`src/p1io_regs.svh`:
```
// Register map, reset values, field positions and address-enable operating modes of the port one block.
// Assumes inclusion by the port module, the checker and the bench.
//
// Operation
// - Direction bit 1 makes the pin an output, 0 an input.
// - Direction register is write-only; reads return an undefined constant.
// - Direction clears on reset and hardware standby, holds in software standby.
// - Output data register is read/write, clears to zero, holds in software standby.
// - Pin-level register is read-only; writes are ignored.
// - Pin-level read returns output data where the direction bit is 1.
// - Pin-level read returns the sampled pin where the direction bit is 0.
// - Function control resets to 0F on reset and hardware standby.
// - Output pins 3..0 with address enable set drive address bits 23..20.
// - Output pins 3..0 with address enable clear drive their data bit.
// - Address enables act only in operating modes 4 to 6.
// - Control bit 7 routes chip select 1 or 7 to port G pin 3.
// - Control bit 6 routes chip select 3 or 6 to port G pin 1.
// - Control bits 5, 4 enable chip selects 5, 4 on port F.
// - Software standby: address pins hold or float per the hold bit.
// - Pin-level view tracks pins after reset, freezes in software standby.
// - Pins also carry address outputs 23..20 depending on mode.
`ifndef P1IO_REGS_SVH
`define P1IO_REGS_SVH

// ----------------------------------------
// Register indices, byte address is four times
// ----------------------------------------
`define P1IO_IDX_DIR 16'hFEB0
`define P1IO_IDX_FUNC 16'hFF45
`define P1IO_IDX_PINS 16'hFF50
`define P1IO_IDX_DATA 16'hFF60

// ----------------------------------------
// Reset values
// ----------------------------------------
`define P1IO_RST_DIR 8'h00
`define P1IO_RST_DATA 8'h00
`define P1IO_RST_FUNC 8'h0F
`define P1IO_RST_PINS 8'h00
`define P1IO_UNDEF_READ 8'hFF

// ----------------------------------------
// Function control fields
// ----------------------------------------
`define P1IO_BIT_CS17 7
`define P1IO_BIT_CS36 6
`define P1IO_BIT_CS5EN 5
`define P1IO_BIT_CS4EN 4
`define P1IO_ADDR_EN_LSB 0
`define P1IO_ADDR_EN_MSB 3

// ----------------------------------------
// Operating modes with address enables valid
// ----------------------------------------
`define P1IO_MODE_ADDR_LO 3'h4
`define P1IO_MODE_ADDR_HI 3'h6

`endif
```
`src/p1io_pkg.sv`:
```
// Types shared by the port one block.
// Assumes p1io_regs.svh in the include path.
`default_nettype none
package p1io_pkg;

    // ----------------------------------------
    // Register selection and bus states
    // ----------------------------------------
    typedef enum logic [2:0] {
        REG_NONE,
        REG_DIR,
        REG_FUNC,
        REG_PINS,
        REG_DATA
    } p1io_reg_e;

    typedef enum logic {
        BUS_IDLE,
        BUS_ACK
    } p1io_bus_e;

endpackage
`default_nettype wire

```
`src/p1io_port.sv`:
```
// Port one general purpose I/O with address enables, as an Avalon-MM slave.
// Assumes a 10 MHz clock, synchronous active-low reset, standby levels from the
// power controller on the same clock, and pins arriving from outside the clock domain.
//
// The implementer's own choice: the Avalon-MM slave port.
`timescale 1ns/1ps
`default_nettype none
`include "p1io_regs.svh"

module p1io_port
    import p1io_pkg::*;
(
    input wire logic clock,
    input wire logic reset_n,
    input wire logic [17:0] address,
    input wire logic read,
    input wire logic write,
    input wire logic [3:0] byteenable,
    input wire logic [31:0] writedata,
    output logic [31:0] readdata,
    output logic waitrequest,
    input wire logic hwStandby,
    input wire logic swStandby,
    input wire logic standbyOutputHold,
    input wire logic [2:0] opMode,
    input wire logic [3:0] addrHigh,
    input wire logic [7:0] pinIn,
    output logic [7:0] pinOut,
    output logic [7:0] pinOe,
    output logic selCsOneOrSeven,
    output logic selCsThreeOrSix,
    output logic portfPin1CsFiveEnable,
    output logic portfPin0CsFourEnable
);

    // ----------------------------------------
    // Functions
    // ----------------------------------------
    function automatic p1io_reg_e decodeReg(input logic [17:0] addr);
        p1io_reg_e sel;
        sel = REG_NONE;
        if (addr[1:0] != 2'h0)
        begin
            sel = REG_NONE;
        end
        else if (addr[17:2] == `P1IO_IDX_DIR)
        begin
            sel = REG_DIR;
        end
        else if (addr[17:2] == `P1IO_IDX_FUNC)
        begin
            sel = REG_FUNC;
        end
        else if (addr[17:2] == `P1IO_IDX_PINS)
        begin
            sel = REG_PINS;
        end
        else if (addr[17:2] == `P1IO_IDX_DATA)
        begin
            sel = REG_DATA;
        end
        return sel;
    endfunction

    function automatic logic [7:0] mergeView(
        input logic [7:0] dir,
        input logic [7:0] data,
        input logic [7:0] pins
    );
        return (dir & data) | (~dir & pins);
    endfunction

    // ----------------------------------------
    // Declarations
    // ----------------------------------------
    p1io_bus_e busState_ff;
    p1io_bus_e nxt_busState;
    p1io_reg_e regSel;
    logic clearAll;
    logic request;
    logic accessDone;
    logic writeLow;
    logic addrModeOn;
    logic [7:0] dir_ff;
    logic [7:0] data_ff;
    logic [7:0] func_ff;
    logic [7:0] pinView_ff;
    logic [7:0] pinMeta_ff;
    logic [7:0] pinSync_ff;
    logic [31:0] readdata_ff;
    logic waitrequest_ff;
    logic [7:0] pinOut_ff;
    logic [7:0] pinOe_ff;
    logic [7:0] nxt_pinOut;
    logic [7:0] nxt_pinOe;
    logic [7:0] nxt_readByte;
    logic [3:0] addrEn;

    // ----------------------------------------
    // Common terms
    // ----------------------------------------
    assign clearAll = !reset_n || hwStandby;
    assign request = read || write;
    assign accessDone = (busState_ff == BUS_ACK);
    assign writeLow = write && accessDone && byteenable[0];
    assign regSel = decodeReg(address);
    assign addrEn = func_ff[`P1IO_ADDR_EN_MSB:`P1IO_ADDR_EN_LSB];
    assign addrModeOn = (opMode >= `P1IO_MODE_ADDR_LO) && (opMode <= `P1IO_MODE_ADDR_HI);

    // ----------------------------------------
    // Bus handshake
    // ----------------------------------------
    always_comb
    begin
        nxt_busState = busState_ff;
        case (busState_ff)
            BUS_IDLE:
            begin
                if (request)
                begin
                    nxt_busState = BUS_ACK;
                end
            end
            BUS_ACK:
            begin
                nxt_busState = BUS_IDLE;
            end
            default:
            begin
                nxt_busState = BUS_IDLE;
            end
        endcase
    end

    always_ff @(posedge clock)
    begin
        if (!reset_n)
        begin
            busState_ff <= BUS_IDLE;
        end
        else
        begin
            busState_ff <= nxt_busState;
        end
    end

    always_ff @(posedge clock)
    begin
        if (!reset_n)
        begin
            waitrequest_ff <= 1'b1;
        end
        else
        begin
            waitrequest_ff <= !(nxt_busState == BUS_ACK);
        end
    end

    // ----------------------------------------
    // Read data
    // ----------------------------------------
    always_comb
    begin
        nxt_readByte = 8'h00;
        case (regSel)
            REG_DIR:
            begin
                nxt_readByte = `P1IO_UNDEF_READ;
            end
            REG_FUNC:
            begin
                nxt_readByte = func_ff;
            end
            REG_PINS:
            begin
                nxt_readByte = pinView_ff;
            end
            REG_DATA:
            begin
                nxt_readByte = data_ff;
            end
            default:
            begin
                nxt_readByte = 8'h00;
            end
        endcase
    end

    always_ff @(posedge clock)
    begin
        if (!reset_n)
        begin
            readdata_ff <= 32'h0000_0000;
        end
        else if (read && !accessDone)
        begin
            readdata_ff <= {24'h00_0000, nxt_readByte};
        end
    end

    // ----------------------------------------
    // Direction register
    // ----------------------------------------
    always_ff @(posedge clock)
    begin
        if (clearAll)
        begin
            dir_ff <= `P1IO_RST_DIR;
        end
        else if (writeLow && regSel == REG_DIR)
        begin
            dir_ff <= writedata[7:0];
        end
    end

    // ----------------------------------------
    // Output data register
    // ----------------------------------------
    always_ff @(posedge clock)
    begin
        if (clearAll)
        begin
            data_ff <= `P1IO_RST_DATA;
        end
        else if (writeLow && regSel == REG_DATA)
        begin
            data_ff <= writedata[7:0];
        end
    end

    // ----------------------------------------
    // Function control register
    // ----------------------------------------
    always_ff @(posedge clock)
    begin
        if (clearAll)
        begin
            func_ff <= `P1IO_RST_FUNC;
        end
        else if (writeLow && regSel == REG_FUNC)
        begin
            func_ff <= writedata[7:0];
        end
    end

    always_ff @(posedge clock)
    begin
        if (clearAll)
        begin
            selCsOneOrSeven <= 1'(`P1IO_RST_FUNC >> `P1IO_BIT_CS17);
            selCsThreeOrSix <= 1'(`P1IO_RST_FUNC >> `P1IO_BIT_CS36);
            portfPin1CsFiveEnable <= 1'(`P1IO_RST_FUNC >> `P1IO_BIT_CS5EN);
            portfPin0CsFourEnable <= 1'(`P1IO_RST_FUNC >> `P1IO_BIT_CS4EN);
        end
        else
        begin
            selCsOneOrSeven <= func_ff[`P1IO_BIT_CS17];
            selCsThreeOrSix <= func_ff[`P1IO_BIT_CS36];
            portfPin1CsFiveEnable <= func_ff[`P1IO_BIT_CS5EN];
            portfPin0CsFourEnable <= func_ff[`P1IO_BIT_CS4EN];
        end
    end

    // ----------------------------------------
    // Pin synchroniser
    // ----------------------------------------
    always_ff @(posedge clock)
    begin
        if (!reset_n)
        begin
            pinMeta_ff <= 8'h00;
            pinSync_ff <= 8'h00;
        end
        else
        begin
            pinMeta_ff <= pinIn;
            pinSync_ff <= pinMeta_ff;
        end
    end

    // ----------------------------------------
    // Pin-level view, writes never reach it
    // ----------------------------------------
    always_ff @(posedge clock)
    begin
        if (!reset_n)
        begin
            pinView_ff <= `P1IO_RST_PINS;
        end
        else if (hwStandby)
        begin
            pinView_ff <= pinSync_ff;
        end
        else if (!swStandby)
        begin
            pinView_ff <= mergeView(dir_ff, data_ff, pinSync_ff);
        end
    end

    // ----------------------------------------
    // Output source multiplexer
    // ----------------------------------------
    always_comb
    begin
        nxt_pinOut = data_ff;
        nxt_pinOe = dir_ff;
        for (int i = 0; i < 4; i++)
        begin
            if (addrModeOn && addrEn[i])
            begin
                nxt_pinOut[i] = addrHigh[i];
            end
        end
    end

    always_ff @(posedge clock)
    begin
        if (clearAll)
        begin
            pinOut_ff <= 8'h00;
            pinOe_ff <= 8'h00;
        end
        else if (swStandby)
        begin
            for (int i = 0; i < 4; i++)
            begin
                if (addrModeOn && addrEn[i] && !standbyOutputHold)
                begin
                    pinOe_ff[i] <= 1'b0;
                end
            end
        end
        else
        begin
            pinOut_ff <= nxt_pinOut;
            pinOe_ff <= nxt_pinOe;
        end
    end

    // ----------------------------------------
    // Outputs
    // ----------------------------------------
    assign readdata = readdata_ff;
    assign waitrequest = waitrequest_ff;
    assign pinOut = pinOut_ff;
    assign pinOe = pinOe_ff;

endmodule // p1io_port
`default_nettype wire

```
`config.mk`:
```
export PLATFORM = sky130hd
export DESIGN_NAME = p1io_port
export DESIGN_NICKNAME = d
export VERILOG_FILES = /design/src/p1io_pkg.sv /design/src/p1io_port.sv
export VERILOG_INCLUDE_DIRS = /design/src
export SDC_FILE = /design/constraint.sdc
export NUM_CORES = 1
export LEC_CHECK = 0
export ABC_AREA = 1
export ABC_CLOCK_PERIOD_IN_PS = 1830
export BUFFER_PORTS_ARGS = -buffer_cell sky130_fd_sc_hd__buf_2
export CAP_MARGIN = 20
export CELL_PAD_IN_SITES_DETAIL_PLACEMENT = 0
export CELL_PAD_IN_SITES_GLOBAL_PLACEMENT = 1
export CORE_MARGIN = 4
export CORE_UTILIZATION = 34
export DETAILED_ROUTE_END_ITERATION = 10
export PLACE_DENSITY = 0.82
export SYNTH_ARGS = -nofsm -noshare
export SYNTH_HDL_FRONTEND = slang
export SYNTH_SLANG_ARGS = --single-unit
```
`constraint.sdc`:
```
create_clock -name clock -period 1.83 [get_ports clock]
set_clock_uncertainty 0.05 [all_clocks]
set_input_delay 0.549 -clock clock [delete_from_list [all_inputs] [get_ports clock]]
set_output_delay 0.549 -clock clock [all_outputs]
set_load 0.01 [all_outputs]
```
[Word level (Yosys, flattened, before mapping)]
Index checks and enable logic that the tools add are counted.
Word-level totals
  bits in read-only memories: 0
  latch bits: 0
  output and inout bits: 53
  bits in writable memories: 0
  memories: 0
  word-level logic and storage cells: 80
  bits of input ports: 76
  flip-flop bits (word level): 78
Cells by class
  equality and inequality tests: 13
  multiply operators: 0
  mux-type cells: 19
  div/mod/pow operators: 0
  magnitude comparators: 2
  reductions and logical operators: 22
  shift operators: 0
  $add $sub $neg: 0
  bitwise operators: 5
Operators with widths (number)
  16-bit equality test (second input constant): 4
  8-bit case mux with 4 select lines: 1
  8-bit AND: 2
  8-bit 2-to-1 mux: 2
  1-bit logical AND: 15
  3-bit 2-to-1 mux: 5
  1-bit 2-to-1 mux: 9
  2-bit by 1-bit != test with 1-bit output (second input constant): 4
  8-bit NOT: 1
  8-bit bitwise OR: 1
  3-bit by 2-bit equality test with 1-bit output (second input constant): 2
  1-bit logical NOT: 4
  4-bit 2-to-1 mux: 1
  3-bit by 1-bit equality test with 1-bit output (second input constant): 1
  3-bit equality test (second input constant): 1
  3-bit greater-or-equal comparator (second input constant): 1
  3-bit <= comparator (second input constant): 1
  1-bit logical OR: 2
  2-bit != test (second input constant): 1
  1-bit case mux with 2 select lines: 1
  2-bit nonzero test: 1
  1-bit NOT: 1

[Depth between registers and ports, before layout]
Gate-level depths: netlist (run 1).
  word-level depth: 8
  gate-level depth with buffers: 11
  mapped depth without buffers: 11

[Worst setup path after synthesis (run 1)]
No wires, ideal clock.
  path kind: input -> register
  from: in address[16]
  to: reg dir_ff[5]
  data required time: 1665 ps
  stages: 10
  slack: 159 ps
  library setup time: 115 ps
  data arrival time: 1506 ps
  buffers on the path: 1
  path through: nand2_1 nor2_4 nand2_1 nor2_2 nand2_2 nand3_4 nor2_8 buf_8 o21ai_2 a21oi_2
On the way
  word-level cells in the longest chain between the ends: 8
  elaborated cells between the ends (all ways): 11
  those cells by class: eq/ne: 5; mux: 5; reduce/logical: 1
RTL lines
  start, declared: line p1io_port.sv:15  | input wire logic [17:0] address,
  16-bit equality test (no source line)
  3-bit 2-to-1 mux: line p1io_port.sv:58  | else if (addr[17:2] == `P1IO_IDX_DATA)
  3-bit 2-to-1 mux: line p1io_port.sv:54  | else if (addr[17:2] == `P1IO_IDX_PINS)
  3-bit 2-to-1 mux: line p1io_port.sv:50  | else if (addr[17:2] == `P1IO_IDX_FUNC)
  3-bit 2-to-1 mux (*): line p1io_port.sv:46  | else if (addr[17:2] == `P1IO_IDX_DIR)
  3-bit 2-to-1 mux (*): line p1io_port.sv:42  | if (addr[1:0] != 2'h0)
  3-bit by 1-bit equality test with 1-bit output (*): line p1io_port.sv:210  | else if (writeLow && regSel == REG_DIR)
  1-bit logical AND (*): line p1io_port.sv:210
  end signal, assigned: line p1io_port.sv:208  | dir_ff <= `P1IO_RST_DIR;
  end signal, assigned: line p1io_port.sv:212  | dir_ff <= writedata[7:0];
  end, declared: line p1io_port.sv:84  | logic [7:0] dir_ff;
Every way passes the cells marked *; elsewhere a longest branch is shown, timed or not.
A chain may end at the register's enable or synchronous reset.

[Worst setup path after layout (run 1)]
  from: in address[9]
  to: reg func_ff[7]
On the way
  word-level cells in the longest chain between the ends: 8
  elaborated cells between the ends (all ways): 11
  those cells by class: eq/ne: 5; mux: 5; reduce/logical: 1
RTL lines
  16-bit equality test (no source line)
  3-bit 2-to-1 mux: line p1io_port.sv:58
  3-bit 2-to-1 mux: line p1io_port.sv:54
  3-bit 2-to-1 mux: line p1io_port.sv:50
  3-bit 2-to-1 mux (*): line p1io_port.sv:46
  3-bit 2-to-1 mux (*): line p1io_port.sv:42
  3-bit by 2-bit equality test with 1-bit output (*): line p1io_port.sv:240  | else if (writeLow && regSel == REG_FUNC)
  1-bit logical AND (*): line p1io_port.sv:240
  end signal, assigned: line p1io_port.sv:238  | func_ff <= `P1IO_RST_FUNC;
  end signal, assigned: line p1io_port.sv:242  | func_ff <= writedata[7:0];
  end, declared: line p1io_port.sv:86  | logic [7:0] func_ff;
Marks and branches as above.

==> results of run 1 <==
==> flip-flops by register name, indices dropped and copies added, names as in the netlist <==
register / count
data_ff: 8
dir_ff: 8
func_ff: 8
pinMeta_ff: 8
pinOe: 8
pinOut: 8
pinSync_ff: 8
pinView_ff: 8
readdata: 8
accessDone: 1
portfPin0CsFourEnable: 1
portfPin1CsFiveEnable: 1
selCsOneOrSeven: 1
selCsThreeOrSix: 1
waitrequest: 1
==> path summary, 6_finish.rpt <==
check,start,end,slack [ps],cells past startpoint
min reg2reg,pinMeta_ff[5],pinSync_ff[5],370,2
min,pinIn[6],pinMeta_ff[6],320,3
max,address[9],func_ff[7],290,10
max reg2reg,accessDone,dir_ff[1],500,5
==> synth_stat cells, types with 5 or more instances <==
cell | count | area (um^2)
nand2_1 | 99 | 371.6
dfxtp_1 | 78 | 1562
inv_1 | 68 | 255.2
a21oi_1 | 42 | 210.2
nor2_1 | 38 | 142.6
o21ai_0 | 35 | 175.2
buf_4 | 24 | 180.2
nand4_1 | 16 | 100.1
nand3_1 | 8 | 40.04
a21oi_2 | 6 | 52.55
clkbuf_1 | 6 | 22.52
nand2_2 | 5 | 31.28
nor2_2 | 5 | 31.28
==> cells by family (layout without fill, tap and decap cells) <==
| kind of cell | after synthesis | count (layout) | share of synthesized area |
|---|---|---|---|
| other | 1 | 24 | 0.001081 |
| AO/OA/AOI/OAI | 99 | 99 | 0.1609 |
| flip-flops | 78 | 78 | 0.4502 |
| buffers and inverters | 110 | 186 | 0.1522 |
| multiplexers | 1 | 1 | 0.002886 |
| AND/OR/NAND/NOR | 179 | 179 | 0.2327 |
==> worst max-delay path: stages <==
cell	delay, ps
buf_2	100
inv_1	40
nand2_1	80
nor2_1	170
nand3_1	110
nor2_2	240
nand2_1	110
nor2_2	150
o21ai_0	110
a21oi_1	130
==> report_power, final <==
part	total (mW)	switching, mW	internal, mW	leakage, nW
Sequential	1.75	0.0171	1.73	0.635
Clock	1.18	0.677	0.505	0.0789
Combinational	0.280	0.179	0.101	1.37
==> final cells by class <==
class,instances,area share
repair buffers,96,0.1315
clock inverters,7,0.01339
well taps,133,0.03957
flip-flops and latches,78,0.3713
clock buffers,9,0.02946
inverters,74,0.06635
multi-input cells,303,0.3484
==> metal layers <==
layer	vias to the layer above	wire length, um	share of wire	GRT usage
met2	96	3971	0.47	0.2452
met3	14	542	0.064	0.04026
li1	1633	-	-	-
met5	-	0	0	0
met1	1372	3819	0.45	0.1876
met4	0	193	0.023	0.05681
==> per-stage QoR <==
step	util	cell area [um^2]	power (mW)	setup slack, ps
6_report	0.4263	4205	3.213	286.1
2_1_floorplan	-	3555	1.988	158.9
3_5_place_dp	0.4080	4025	2.071	-79.97
3_3_place_gp	0.4080	4025	2.066	-46.18
5_1_grt	0.4263	4205	3.361	121.9
4_1_cts	0.4263	4205	3.256	290.9
==> metrics, run 1 <==
Worst Hold Slack=about 320 ps; PostCTS Resize Cnt=0; Most used DFF post-synth=dfxtp_1; synth warn=0; CP Max Fanout=7; hpwl dp=between 6000 and 7000 um; WP data required=2070 ps; leak pwr=about 2.1 nW; detailed-route via count=between 3k and 4k; DRC Markers=0; global placement routability congestion=0.8900; all-layer global routing usage=0.1497; syn avg cell area=7.411 um^2; RSZ-0062 raised after global routing=no; Mapped Cells=around 470; area of the mapped netlist=3468 um^2; maximum VDD drop=~0.37 mV; Die Footprint=11,880 um^2; sequential share of the synthesized area=0.4502; clock latency on the worst-skew pair=about 360 ps; layout cells sized above 1=0.2522; clock slew at reported path FFs=~80 ps; Post-synth ARST share=0; placed cell count=roughly 680; Die Y-Extent=109 um; footprint of the multi-input gates=1465 um^2; Sink Count=78; Post-synth EDFFs=0; min cycle time layout=roughly 1500 ps; type of origin of the critical path=input port; CTS max path bufs=2; n_diodes=0; port bufs=77; # hold bufs at CTS=0; Worst Setup Path Type=input port to flip-flop; CP arrival=1780 ps; Die Span X=around 110 um; placeable core area=9864 um^2; Final Max Slew Viols=0; area occupied by registers=around 1600 um^2; CP endpoint kind=flip-flop; post-CTS setup buffer count=0; first-pass GRT wire length=around 14,000 um; CTS Buf Count=9; synthesis-to-layout area growth=21.25%; number of synthesized register bits=78; routed wire length=8527 um; number of global-route vias before repair=approximately 3.0k; root buffer cell=clkbuf_8; Final Cycle Share=0.8436; DR iter-0 viols=132; I/O pin count=approximately 130; Initial Utilization=0.3516; Rows=36; worst hold path class=input port to flip-flop; most frequent cells in the layout=nand2_1 (99), dfxtp_1 (78), buf_2 (77); Hold Fails Final Rpt=0; routed length per instance=12.18 um; status=completed; Nets=638; maxcap violations=0; non-filler cells, final=700; fmax=647.7 MHz; FILL cells=~1.1k; total grt overflow=0; initial antenna violation count=0; antenna-violating nets left=0; Pre-antenna DRT Iters=4; largest net degree at the start of global routing=29; Distinct cells, synth=30; most common cell after layout, fill and taps aside=nand2_1; Final Setup Violations=0; vias per cell=approximately 4.5; PwrDens=between 700 and 800 nW/um^2; H-tree lvl count=3; Setup TNS=0 ps; CTS tree=done
Power figures use the tool's default switching activity.
==> run 2, diff against run 1 <==
- ABC_CLOCK_PERIOD_IN_PS: 1830 -> 1490
- clock period: 1.83 -> 1.49 ns (I/O delays scaled with it)
==> metrics, run 2 (synthesis results as in run 1) <==
status=completed; routed wire length=roughly 8800 um; most common cell after layout, fill and taps aside=nand2_1; clock slew at reported path FFs=80 ps; first-pass GRT wire length=13,900 um; R2R Setup Slk=about 220 ps; Worst Setup Path Type=input port to flip-flop; Setup TNS=0 ps; reg2reg end=dir_ff[6]; n_diodes=0; area occupied by registers=1562 um^2; Die Y-Extent=approximately 110 um; Final Setup Violations=0; DR iter-0 viols=~150; min cycle time layout=1422 ps; detailed-route via count=3,178; Pre-antenna DRT Iters=4; CP arrival=~1600 ps; number of global-route vias before repair=roughly 3k; maxcap violations=0; synthesis-to-layout area growth=26.59%; Worst Hold End=pinMeta_ff[6]; CTS Buf Count=9; most frequent cells in the layout=nand2_1 (94), dfxtp_1 (78), buf_2 (77); PwrDens=921.8 nW/um^2; all-layer global routing usage=0.1504; maximum VDD drop=0.4938 mV; origin of the critical flop-to-flop path=accessDone; Die Span X=109 um; Die Footprint=roughly 12,000 um^2; initial antenna violation count=0; Initial Utilization=0.3516; Hold Path Stages=3; root buffer cell=clkbuf_8; CP Max Fanout=5; Final Max Slew Viols=0; type of origin of the critical path=input port; H-tree lvl count=3; largest net degree at the start of global routing=25; hpwl dp=just under 7000 um; placeable core area=just under 10,000 um^2; R2R cell count=6; layout cells sized above 1=0.2877; RSZ-0062 raised after global routing=yes; total grt overflow=0; Rows=36; hold_sp=pinIn[6]; Nets=649; Sink Count=78; fmax=703.3 MHz; CTS max path bufs=2; Final Power=~4 mW; CTS tree=done; I/O pin count=129; antenna-violating nets left=0; Hold Fails Final Rpt=0; Final Cycle Share=0.9542; global placement routability congestion=about 0.94; vias per cell=4.476; worst hold path class=input port to flip-flop; port bufs=a little under 80; CP endpoint kind=flip-flop; footprint of the multi-input gates=between 1500 and 2000 um^2; DRC Markers=0; WP data required=between 1500 and 2000 ps; clock latency on the worst-skew pair=350 ps; FILL cells=1,026; # hold bufs at CTS=0; leak pwr=2.190 nW; routed length per instance=12.39 um
run 2: changes by cell type in the layout (fill, tap and decap cells not counted), moves of 3 or more:
cell	previous run	this run
o21ai_1	4	8
o21ai_0	35	31
nor2_1	38	32
clkinvlp_4	4	0
nor2_4	2	8
clkinv_2	1	5
nand2_1	99	94
buf_4	17	26
inv_6	3	0
nand2_4	0	3
run 2: worst max path at each step:
stage,startpoint,to,slack [ps],cells past startpoint
floorplan,address[3],dir_ff[6],-40,10
global placement,address[9],readdata[7],-280,10
detailed placement,address[9],readdata[7],-290,10
CTS,address[3],func_ff[6],80,11
global route,address[10],readdata[0],-10,11
finish,address[16],readdata[7],70,11
run 2: routing by layer:
metal | global-route usage | up-vias | routed length (um)
met5 | 0 | - | 0
met4 | 0.06222 | 0 | 244
met3 | 0.04085 | 22 | 612
met2 | 0.2469 | 107 | 4128
met1 | 0.1857 | 1401 | 3811
li1 | - | 1648 | -
run 2: repair_timing:
item,in CTS,in global routing
buffers inserted,0,3
resized for setup,0,17
endpoints found under the setup margin,0,28
run 2: worst max-delay path, stage by stage:
cell and delay, ps:
buf_2 90, nand2_2 70, nor2_4 160, nand2_2 100
nor2_4 100, nand2_2 80, nand3_4 130, buf_4 150
nand4_1 150, nand2_1 90, a21oi_1 50
run 2: per-stage QoR:
| stage | setup WS, ps | instance area (um^2) | instances | hold slack (ps) | utilization |
|---|---|---|---|---|---|
| final | 68.22 | 4390 | 710 | 226.8 | 0.4451 |
| after global routing | -14.23 | 4390 | 710 | 219.3 | 0.4451 |
| after floorplan | -37.31 | 3595 | 491 | 340.5 | - |
| after global placement | -282.5 | 4113 | 692 | 346.5 | 0.4169 |
| after CTS | 76.52 | 4300 | 707 | 207.4 | 0.4359 |
| after detailed placement | -288.1 | 4113 | 692 | 347.8 | 0.4169 |
run 2: where the power goes:
group | switching, mW | total (mW) | internal [mW] | leakage (nW)
clock | 0.730 | 1.53 | 0.798 | 0.102
combinational | 0.233 | 0.369 | 0.136 | 1.45
sequential | 0.0199 | 2.15 | 2.13 | 0.635
total | 0.982 | 4.05 | 3.07 | 2.19
run 2: layout make-up:
cell class	count	area share
sequential	78	0.3557
multi-input combinational	303	0.3531
clock buffer	10	0.03135
clock inverter	5	0.01140
inverter	74	0.06412
timing repair buffer	107	0.1465
tap	133	0.03790
==> run 3, diff against run 2 <==
- CORE_MARGIN: 4 -> not set
- PLACE_DENSITY: 0.82 -> not set
- PLACE_DENSITY_LB_ADDON: not set -> 0.1
==> metrics, run 3 (synthesis results as in run 1) <==
hold_sp=pinIn[7]; Hold Path Stages=3; H-tree lvl count=3; maxcap violations=0; Initial Utilization=0.3532; FILL cells=about 1.1k; CP arrival=1640 ps; CP startpoint=address[16]; hpwl dp=between 6000 and 7000 um; Die Y-Extent=approximately 100 um; initial antenna violation count=0; Final Setup Violations=0; all-layer global routing usage=0.1700; Final Core Density=0.4437; type of origin of the critical path=input port; placeable core area=9819 um^2; clock slew at reported path FFs=80 ps; n_diodes=0; port bufs=77; fmax=705.1 MHz; worst-path cell chain=buf_2, nand2_2, nor2_4, buf_4, nand3_2, nor2_4, buf_6, nand3_2, nand4_1, nand2_1, a21oi_1; PwrDens=between 900 and 1000 nW/um^2; Final Power=between 4 and 5 mW; Worst Hold End=pinMeta_ff[7]; routed length per instance=~12 um; Nets=approximately 650; RSZ-0062 raised after global routing=yes; Final Cycle Share=0.9518; CTS tree=done; Die Footprint=around 11,000 um^2; CTS max path bufs=2; WP data required=~1700 ps; first-pass GRT wire length=between 10,000 and 15,000 um; Slowest cell on crit path=nor2_4; DR iter-0 viols=103; Rows=36; R2R cell count=5; leak pwr=~2.2 nW; reg2reg end=dir_ff[6]; Hold Fails Final Rpt=0; most frequent cells in the layout=nand2_1 (93), dfxtp_1 (78), buf_2 (76); Sink Count=between 70 and 80; global placement routability congestion=about 0.83; Pre-antenna DRT Iters=4; R2R Setup Slk=about 220 ps; vias per cell=between 4 and 5; total grt overflow=0; origin of the critical flop-to-flop path=accessDone; routed wire length=8722 um; # hold bufs at CTS=0; CP endpoint kind=flip-flop; most common cell after layout, fill and taps aside=nand2_1; Die Span X=between 100 and 150 um; worst hold path class=input port to flip-flop; Final Max Slew Viols=0; Worst Setup Path Type=input port to flip-flop; CTS Buf Count=9; Worst path max stage delay=160 ps; antenna-violating nets left=0; largest net degree at the start of global routing=25; detailed-route via count=~3.1k; min cycle time layout=between 1000 and 1500 ps; I/O pin count=around 130; layout cells sized above 1=0.2857; CP Max Fanout=6; synthesis-to-layout area growth=25.61%; number of global-route vias before repair=2,805; root buffer cell=clkbuf_8; clock latency on the worst-skew pair=roughly 350 ps; status=completed; maximum VDD drop=0.7098 mV; DRC Markers=0
## run 3: metrics by stage
stage	hold slack (ps)	setup TNS (ps)	worst slack, ps	cell area (um^2)	cells
detailed placement	344.7	-8579	-314.2	4070	688
global placement	347.3	-7981	-288.1	4070	688
finish	225.2	0	71.85	4357	707
CTS	211.4	0	44.75	4262	704
floorplan	340.5	-135.6	-37.31	3595	491
global route	217.7	-80.03	-62.29	4357	707
## run 3: final cells by class
cell class / instances / area [um^2] / share of cell area
clock inverters: 5 / 40.04 / 0.009190
multi-input cells: 303 / 1558 / 0.3576
repair buffers: 103 / 598.1 / 0.1373
inverters: 74 / 281.5 / 0.06462
well taps: 133 / 166.4 / 0.03820
flip-flops and latches: 78 / 1562 / 0.3584
clock buffers: 11 / 151.4 / 0.03475
## run 3: worst max-delay path by stage
stage / endpoint / slack [ps]
5_1_grt: readdata[1] / -60
4_1_cts: data_ff[3] / 40
3_5_place_dp: data_ff[3] / -310
3_3_place_gp: data_ff[5] / -290
2_1_floorplan: dir_ff[6] / -40
6_report: readdata[2] / 70
## run 3: power by group
part | switching (mW) | total (mW) | internal, mW
sequential | 0.0197 | 2.15 | 2.13
clock | 0.803 | 1.51 | 0.711
combinational | 0.236 | 0.372 | 0.136
## run 3: worst max-delay path, delay by kind of cell
| family | cells | cell delay (ps) |
|---|---|---|
| buf+inv | 3 | 340 |
| compound gates | 1 | 140 |
| simple gates | 7 | 700 |
## run 3: timing repair
action	CTS	global route
setup buffers	0	3
endpoints found under the setup margin	0	26
resized for setup	0	17
## run 3: layer usage
layer,share of wire,track usage,up-vias
met3,0.043,0.04068,9
met2,0.47,0.2851,75
li1,-,-,1643
met1,0.47,0.2177,1384
met5,0,0,-
met4,0.012,0.04767,0
